$ cat src/ampc_consts.svh
// Offsets, field positions, masks and reset values of the analog path bank
`ifndef AMPC_CONSTS_SVH
`define AMPC_CONSTS_SVH

`define AMPC_ADDR_PATH_MODE     8'h21
`define AMPC_ADDR_LINEOUT_MIX   8'h22
`define AMPC_ADDR_HEADPHONE_MIX 8'h23

`define AMPC_RESET_VALUE        8'h00
`define AMPC_READ_ZERO          8'h00

// Writable bits; fixed-zero positions are cleared by these masks
`define AMPC_MASK_PATH_MODE     8'h3f
`define AMPC_MASK_LINEOUT_MIX   8'hff
`define AMPC_MASK_HEADPHONE_MIX 8'h7f

// Path mode fields
`define AMPC_BIT_LINE_OUT_FORM  0
`define AMPC_BIT_MIX_SOURCE     1
`define AMPC_BIT_REC_MONO       2
`define AMPC_BIT_INPUT4_TYPE    3
`define AMPC_BIT_LEFT_MIC_SEL   4
`define AMPC_BIT_RIGHT_MIC_SEL  5

// Mixing select fields: switches in bits 5..0, mono options above
`define AMPC_SW_MSB             5
`define AMPC_BIT_MIC_MONO       6
`define AMPC_BIT_DAC_MONO       7

// Playback sample sign bit
`define AMPC_SAMPLE_MSB         15

`endif

$ cat src/ampc_pkg.sv
// Types shared by the analog path control bank
package ampc_pkg;
    typedef logic [7:0]  ampc_reg_t;
    typedef logic [5:0]  ampc_switch_t;
    typedef logic [15:0] ampc_sample_t;
endpackage

$ cat src/ampc_regs.sv
// Analog path and mixing control register bank with sample conditioning
//
// How it works
// Path mode bit0: single-ended stereo or differential mono
// Mix source: mono aux pin or third line pair
// Mono record gives (L+R)/2 on both channels
// Input four: stereo single-ended or differential mono
// Mic select feeds mic amp instead of input three
// Six line-out switches, set closes, reset open
// Third-input line-out switches follow mic select source
// Line-out bit6: mic/input three mono mixing
// Line-out bit7: playback converter mono mixing
// Six headphone switches, set closes, reset open
// Headphone bit6: mic/input three mono mixing
// Host holds power-down low at least 150 ns
// Host keeps power-down low until supplies up
// Frame and bit clocks undriven until master selected
// Playback samples are two's complement, zero mid-scale
// Host sets format and rate before master select
// Fixed-zero bits ignore writes, read as zero
`timescale 1ns/1ps
`include "ampc_consts.svh"
module ampc_regs
    import ampc_pkg::*;
#(
    parameter int SAMPLE_W = 16
) (
    input  wire logic                I_CLK_SYS,
    input  wire logic                I_RST,
    input  wire logic                I_POWER_DOWN_N,
    input  wire logic [7:0]          I_REG_ADDR,
    input  wire logic [7:0]          I_REG_WDATA,
    input  wire logic                I_REG_WE,
    output logic      [7:0]          O_REG_RDATA,
    input  wire logic                I_MASTER_SEL,
    input  wire logic                I_FRAME_CLOCK_GEN,
    input  wire logic                I_BIT_CLOCK_GEN,
    output logic                     O_FRAME_CLOCK,
    output logic                     O_FRAME_CLOCK_OE,
    output logic                     O_BIT_CLOCK,
    output logic                     O_BIT_CLOCK_OE,
    output logic                     O_LINE_OUT_FORM_SEL,
    output logic                     O_ANALOG_MIX_SOURCE_SEL,
    output logic                     O_REC_MONO_SEL,
    output logic                     O_INPUT4_TYPE_SEL,
    output logic                     O_LEFT_MIC_TO_OUTPUT_SEL,
    output logic                     O_RIGHT_MIC_TO_OUTPUT_SEL,
    output logic      [5:0]          O_LINEOUT_SW,
    output logic      [1:0]          O_LINEOUT_IN3_FROM_MIC,
    output logic                     O_LINEOUT_MIC_MONO_MIX,
    output logic                     O_LINEOUT_DAC_MONO_MIX,
    output logic      [5:0]          O_HEADPHONE_SW,
    output logic      [1:0]          O_HEADPHONE_IN3_FROM_MIC,
    output logic                     O_HEADPHONE_MIC_MONO_MIX,
    input  wire logic [SAMPLE_W-1:0] I_REC_LEFT,
    input  wire logic [SAMPLE_W-1:0] I_REC_RIGHT,
    output logic      [SAMPLE_W-1:0] O_REC_LEFT,
    output logic      [SAMPLE_W-1:0] O_REC_RIGHT,
    input  wire logic [SAMPLE_W-1:0] I_PLAY_SAMPLE,
    output logic      [SAMPLE_W-1:0] O_DAC_CODE
);

    ampc_reg_t           path_mode;
    ampc_reg_t           lineout_mix;
    ampc_reg_t           headphone_mix;
    logic                pdn_meta;
    logic                pdn_sync;
    logic                clock_drive;
    logic [SAMPLE_W-1:0] rec_left;
    logic [SAMPLE_W-1:0] rec_right;
    logic [SAMPLE_W-1:0] dac_code;

    // Address decode and write masking
    wire       hit_mode = (I_REG_ADDR == `AMPC_ADDR_PATH_MODE);
    wire       hit_lo   = (I_REG_ADDR == `AMPC_ADDR_LINEOUT_MIX);
    wire       hit_hp   = (I_REG_ADDR == `AMPC_ADDR_HEADPHONE_MIX);
    wire       pdn_hold = !pdn_sync;
    wire [7:0] wr_mode  = I_REG_WDATA & `AMPC_MASK_PATH_MODE;
    wire [7:0] wr_lo    = I_REG_WDATA & `AMPC_MASK_LINEOUT_MIX;
    wire [7:0] wr_hp    = I_REG_WDATA & `AMPC_MASK_HEADPHONE_MIX;
    wire [7:0] next_rdata = hit_mode ? path_mode :
                            hit_lo   ? lineout_mix :
                            hit_hp   ? headphone_mix : `AMPC_READ_ZERO;

    // Power-down pin is asynchronous to the system clock
    always_ff @(posedge I_CLK_SYS or posedge I_RST) begin
        if (I_RST) begin
            pdn_meta <= 1'b0;
            pdn_sync <= 1'b0;
        end else begin
            pdn_meta <= I_POWER_DOWN_N;
            pdn_sync <= pdn_meta;
        end
    end

    // Register bank; a low power-down pin clears every field
    always_ff @(posedge I_CLK_SYS or posedge I_RST) begin
        if (I_RST) begin
            path_mode     <= `AMPC_RESET_VALUE;
            lineout_mix   <= `AMPC_RESET_VALUE;
            headphone_mix <= `AMPC_RESET_VALUE;
        end else if (pdn_hold) begin
            path_mode     <= `AMPC_RESET_VALUE;
            lineout_mix   <= `AMPC_RESET_VALUE;
            headphone_mix <= `AMPC_RESET_VALUE;
        end else if (I_REG_WE) begin
            if (hit_mode) begin
                path_mode <= wr_mode;
            end
            if (hit_lo) begin
                lineout_mix <= wr_lo;
            end
            if (hit_hp) begin
                headphone_mix <= wr_hp;
            end
        end
    end

    // Read data registered so it holds steady for the serial shifter
    always_ff @(posedge I_CLK_SYS or posedge I_RST) begin
        if (I_RST) begin
            O_REG_RDATA <= `AMPC_READ_ZERO;
        end else begin
            O_REG_RDATA <= next_rdata;
        end
    end

    // Path mode fields straight to the analog switches
    assign O_LINE_OUT_FORM_SEL       = path_mode[`AMPC_BIT_LINE_OUT_FORM];
    assign O_ANALOG_MIX_SOURCE_SEL   = path_mode[`AMPC_BIT_MIX_SOURCE];
    assign O_REC_MONO_SEL            = path_mode[`AMPC_BIT_REC_MONO];
    assign O_INPUT4_TYPE_SEL         = path_mode[`AMPC_BIT_INPUT4_TYPE];
    assign O_LEFT_MIC_TO_OUTPUT_SEL  = path_mode[`AMPC_BIT_LEFT_MIC_SEL];
    assign O_RIGHT_MIC_TO_OUTPUT_SEL = path_mode[`AMPC_BIT_RIGHT_MIC_SEL];

    // Mixing switches; third-input pair takes the mic source when selected
    assign O_LINEOUT_SW = lineout_mix[`AMPC_SW_MSB:0];
    assign O_LINEOUT_IN3_FROM_MIC = {O_RIGHT_MIC_TO_OUTPUT_SEL,
                                     O_LEFT_MIC_TO_OUTPUT_SEL};
    assign O_LINEOUT_MIC_MONO_MIX = lineout_mix[`AMPC_BIT_MIC_MONO];
    assign O_LINEOUT_DAC_MONO_MIX = lineout_mix[`AMPC_BIT_DAC_MONO];
    assign O_HEADPHONE_SW = headphone_mix[`AMPC_SW_MSB:0];
    assign O_HEADPHONE_IN3_FROM_MIC = O_LINEOUT_IN3_FROM_MIC;
    assign O_HEADPHONE_MIC_MONO_MIX = headphone_mix[`AMPC_BIT_MIC_MONO];

    // Mono record average; one extra bit keeps the sum from wrapping
    wire signed [SAMPLE_W:0] rec_sum = $signed({I_REC_LEFT[SAMPLE_W-1],
                                                I_REC_LEFT})
                                     + $signed({I_REC_RIGHT[SAMPLE_W-1],
                                                I_REC_RIGHT});
    wire [SAMPLE_W-1:0] rec_avg = rec_sum[SAMPLE_W:1];
    wire [SAMPLE_W-1:0] next_rec_left  = O_REC_MONO_SEL ? rec_avg
                                                        : I_REC_LEFT;
    wire [SAMPLE_W-1:0] next_rec_right = O_REC_MONO_SEL ? rec_avg
                                                        : I_REC_RIGHT;
    // Two's complement to offset code: flipping the sign puts 0 at mid
    wire [SAMPLE_W-1:0] next_dac_code =
        {~I_PLAY_SAMPLE[SAMPLE_W-1], I_PLAY_SAMPLE[SAMPLE_W-2:0]};

    // Sample pipeline, one stage
    always_ff @(posedge I_CLK_SYS or posedge I_RST) begin
        if (I_RST) begin
            rec_left  <= '0;
            rec_right <= '0;
            dac_code  <= '0;
        end else begin
            rec_left  <= next_rec_left;
            rec_right <= next_rec_right;
            dac_code  <= next_dac_code;
        end
    end
    assign O_REC_LEFT  = rec_left;
    assign O_REC_RIGHT = rec_right;
    assign O_DAC_CODE  = dac_code;

    // Clock pins stay released until master select; pull-ups hold them
    always_ff @(posedge I_CLK_SYS or posedge I_RST) begin
        if (I_RST) begin
            clock_drive <= 1'b0;
        end else begin
            clock_drive <= I_MASTER_SEL && pdn_sync;
        end
    end
    assign O_FRAME_CLOCK_OE = clock_drive;
    assign O_BIT_CLOCK_OE   = clock_drive;
    assign O_FRAME_CLOCK    = clock_drive & I_FRAME_CLOCK_GEN;
    assign O_BIT_CLOCK      = clock_drive & I_BIT_CLOCK_GEN;
endmodule

$ cat config.mk
export PLATFORM = sky130hd
export DESIGN_NAME = ampc_regs
export DESIGN_NICKNAME = d
export VERILOG_FILES = /design/src/ampc_pkg.sv /design/src/ampc_regs.sv
export VERILOG_INCLUDE_DIRS = /design/src
export SDC_FILE = /design/constraint.sdc
export NUM_CORES = 1
export LEC_CHECK = 0
export ABC_AREA = 0
export BUFFER_PORTS_ARGS = -buffer_cell sky130_fd_sc_hd__buf_2
export CORE_MARGIN = 1
export CORE_UTILIZATION = 45
export CTS_BUF_LIST = sky130_fd_sc_hd__clkbuf_4
export DETAILED_ROUTE_END_ITERATION = 10
export PLACE_DENSITY = 0.77
export SLEW_MARGIN = 20
export SYNTH_ARGS = -nofsm -noshare
export SYNTH_HDL_FRONTEND = slang
export SYNTH_SLANG_ARGS = --single-unit
$ cat constraint.sdc
create_clock -name I_CLK_SYS -period 4.15 [get_ports I_CLK_SYS]
set_clock_uncertainty 0.1 [all_clocks]
set_input_delay 0.6225 -clock I_CLK_SYS [delete_from_list [all_inputs] [get_ports I_CLK_SYS]]
set_output_delay 0.6225 -clock I_CLK_SYS [all_outputs]
set_load 0.005 [all_outputs]
==> summary.txt <==
Yosys
  • Post-Synthesis Cells: around 360
  • Synthesis Warnings: 0
  • Ys async rst share: between 90% and 100%
  • EDFF count, synth: 0
  • Synthesized Nets: ~450
  • Post-synth top flop: dfrtp_1
  • Sequential share of the synthesized area: 51.2%
  • Post-Syn Area per Cell: 10.9 um^2
  • Post-Syn Area: 0.00391 mm^2
  • Synthesized flop and latch total: 80
  • Synth unique cells: 51

Job
  • Reported max-cap violation count: 0

Placement
  • Dpl ws: 1460 ps
  • # port buffers: roughly 160
  • HPWL after detailed placement: 7150 um
  • Placed Cells: 602
  • Post-DP Area: about 0.0047 mm^2
  • RePlAce Congestion: about 0.85

Global route
  • First-pass GRT wire length: between 10000 and 15000 um
  • Vias in the first global route: 3150
  • Initial antenna violation count: 0
  • Gr ovfl total: 0
  • GRT Overall Usage: roughly 22%
  • Largest net degree at the start of global routing: 45

Worst setup path
  • Slowest-stage cell, CP: dfrtp_1
  • CP peak stage delay: between 900 and 1000 ps
  • WP data arrival: 1650 ps
  • Worst EP required: roughly 3400 ps
  • FF-to-FF setup slack: ~1900 ps
  • CP cell instances: buf_2
  • Worst R2R Start: path_mode[2]$_DFFE_PP0P_
  • Buf/Inv on CP: 1
  • Depth of the most critical reg-to-reg path: 3
  • Largest fanout on the critical path: 27
  • Worst R2R End: O_REC_RIGHT[12]$_DFF_PP0_
  • Levels on crit path: 1
  • Largest delay share family, worst path: flip-flops
  • Endpoint type of the worst setup path: output pin
  • CP startpoint kind: register
  • Crit Path Category: reg2out

Floorplanning
  • Die Y-Extent: 95.2 um
  • Core area: between 0.008 and 0.009 mm^2
  • Die X: around 95 um
  • Initial Utilization: between 40% and 50%
  • Ports: 156
  • Die area: 0.00907 mm^2
  • Rows: 33

CTS
  • CTS tree: yes
  • Clock sinks: 80
  • Cts bufs inserted: 9
  • CTS Buffer Depth: 2
  • Post-CTS Hold Fix Bufs: 0
  • Root buffer cell: clkbuf_4
  • Skew-Pair Late Insertion Delay: 430 ps
  • Reg clk slew, reported paths: around 150 ps
  • Setup bufs post-CTS: 0
  • H-tree levels: 3
  • Post-CTS Resized: 0

STA
  • Final TNS setup: 0 ps
  • Final Hold Vio Count: 0
  • Setup ws final: around 1800 ps
  • Hold slack: approximately 170 ps
  • Max Fclk: roughly 420 MHz
  • Tmin final: around 2400 ps
  • Worst-margin pin slew: 919 ps
  • RSZ-0062 raised after global routing: no
  • Final cycle utilization of the critical path: between 50% and 60%
  • Pins over their slew limit: 0
  • Slew Limit Headroom: about two fifths
  • # setup viols final: 0

Detailed routing
  • Vias per inst: about 5.3
  • Drt initial violations: roughly 130
  • Metal-1 WL: roughly 3900 um
  • Routed met3 length: around 790 um
  • Vias: roughly 3.3k
  • Top sig layer: met4
  • Met2 WL: 4460 um
  • Detailed Routing Iterations Pass 1: 4
  • WL final: between 9000 and 10000 um
  • Residual DRC: 0
  • Antenna-violating nets left: 0
  • Routed length per instance: ~15 um

Status
  • Status: finished clean

Finish
  • Share of layout cells above drive strength 1: a little under two fifths
  • Nets: 595
  • Commonest non-fill, non-tap cell in the layout: buf_2
  • Area of the multi-input gates: between 0.0015 and 0.002 mm^2
  • Area grow syn2layout: 24.6%
  • Fillers: 750
  • Final Instance Area: approximately 0.005 mm^2
  • Storage element area: between 0.002 and 0.0025 mm^2
  • # diodes: 0
  • Post-route insts no fill: a little over 600
  • Final core utilization: about three fifths
  • Commonest cells after routing, fill and taps aside: 155 x buf_2, 80 x dfrtp_1, 27 x nand2_1

Power and ir drop
  • Net Sw Power: 0.445 mW
  • Flop pwr share: between 50% and 60%
  • Comb power frac: roughly 16%
  • Power density over cell area: between 300 and 400 mW/mm^2
  • Clk pwr share: 29.6%
  • Internal Dissipation: between 1 and 1.5 mW
  • Total power draw: ~1.5 mW
  • Switching Fraction: around 30%
  • Leakage: between 2 and 3 nW
  • VDD IR max: about 0.15 mV

Min path
  • Type of the tightest min-delay check: in2async
## cell type report
| cell class | count | share of cell area (%) |
|---|---|---|
| timing repair buffer | 157 | 16.2 |
| clock buffer | 9 | 1.39 |
| tap | 105 | 2.70 |
| multi-input combinational | 241 | 35.9 |
| sequential | 80 | 41.1 |
| clock inverter | 7 | 1.23 |
| inverter | 19 | 1.49 |
## flip-flops by register name, indices dropped and copies added (netlist names)
name            cells
pdn_meta            1
lineout_mix         8
O_DAC_CODE         16
pdn_sync            1
path_mode           6
headphone_mix       7
O_REC_RIGHT        16
O_REG_RDATA         8
O_BIT_CLOCK_OE      1
O_REC_LEFT         16
## worst max-delay path by stage
| stage | startpoint | end | slack [ps] |
|---|---|---|---|
| final | path_mode[2]$_DFFE_PP0P_ | O_REC_MONO_SEL | 1780 |
| after global routing | path_mode[2]$_DFFE_PP0P_ | O_REC_MONO_SEL | 1690 |
| after CTS | path_mode[2]$_DFFE_PP0P_ | O_REC_MONO_SEL | 1760 |
| after detailed placement | I_REC_LEFT[0] | O_REC_RIGHT[7]$_DFF_PP0_ | 1460 |
| after global placement | I_REC_LEFT[0] | O_REC_LEFT[7]$_DFF_PP0_ | 1540 |
| after floorplan | I_RST | O_BIT_CLOCK_OE$_DFF_PP0_ | 1380 |
## logic make-up after synthesis
| kind of cell | after synthesis | share of synthesized area (%) |
|---|---|---|
| xor gates and xnor gates | 6 | 1.34 |
| DFF | 80 | 51.2 |
| and+or+nand+nor | 106 | 15.5 |
| muxes | 38 | 10.2 |
| buffers and inverters | 37 | 4.10 |
| AOI/OAI and AO/OA | 75 | 12.4 |
| adders and majority gates | 16 | 5.31 |
## synth_stat cells, drive strengths merged, types with 2 or more instances
cell	instances	area [um^2]
xor2	2	17.5
nand2	27	101
a21oi	17	85.1
o2111ai	2	17.5
o21a	4	30.0
o211ai	3	22.5
nand4	7	58.8
xnor2	4	35.0
clkbuf	10	37.5
nand3	9	50.1
and3	6	37.5
a2111oi	2	17.5
ha	15	188
buf	8	51.3
a22oi	7	52.6
a21o	5	37.5
nor2	18	70.1
inv	19	71.3
nor2b	23	144
nor4	2	27.5
a211oi	3	22.5
mux2i	24	240
dfrtp	80	2000
a31oi	2	12.5
mux2	14	158
nand2b	4	25.0
o221ai	3	26.3
and2	4	25.0
o21ai	20	100
## power by group through the flow
stage	registers [mW]	logic, mW	clock network [mW]
2_1_floorplan	0.830	0.132	0
3_3_place_gp	0.827	0.229	0
3_5_place_dp	0.828	0.234	0
4_1_cts	0.813	0.235	0.458
5_1_grt	0.816	0.261	0.497
6_report	0.813	0.234	0.440
## metal layers
metal	track usage, %	vias to the layer above
li1	-	1571
met2	37.1	153
met1	26.4	1536
met4	8.46	0
met3	4.63	17
met5	0	-
Note: power is estimated with default switching activity, not from simulation.
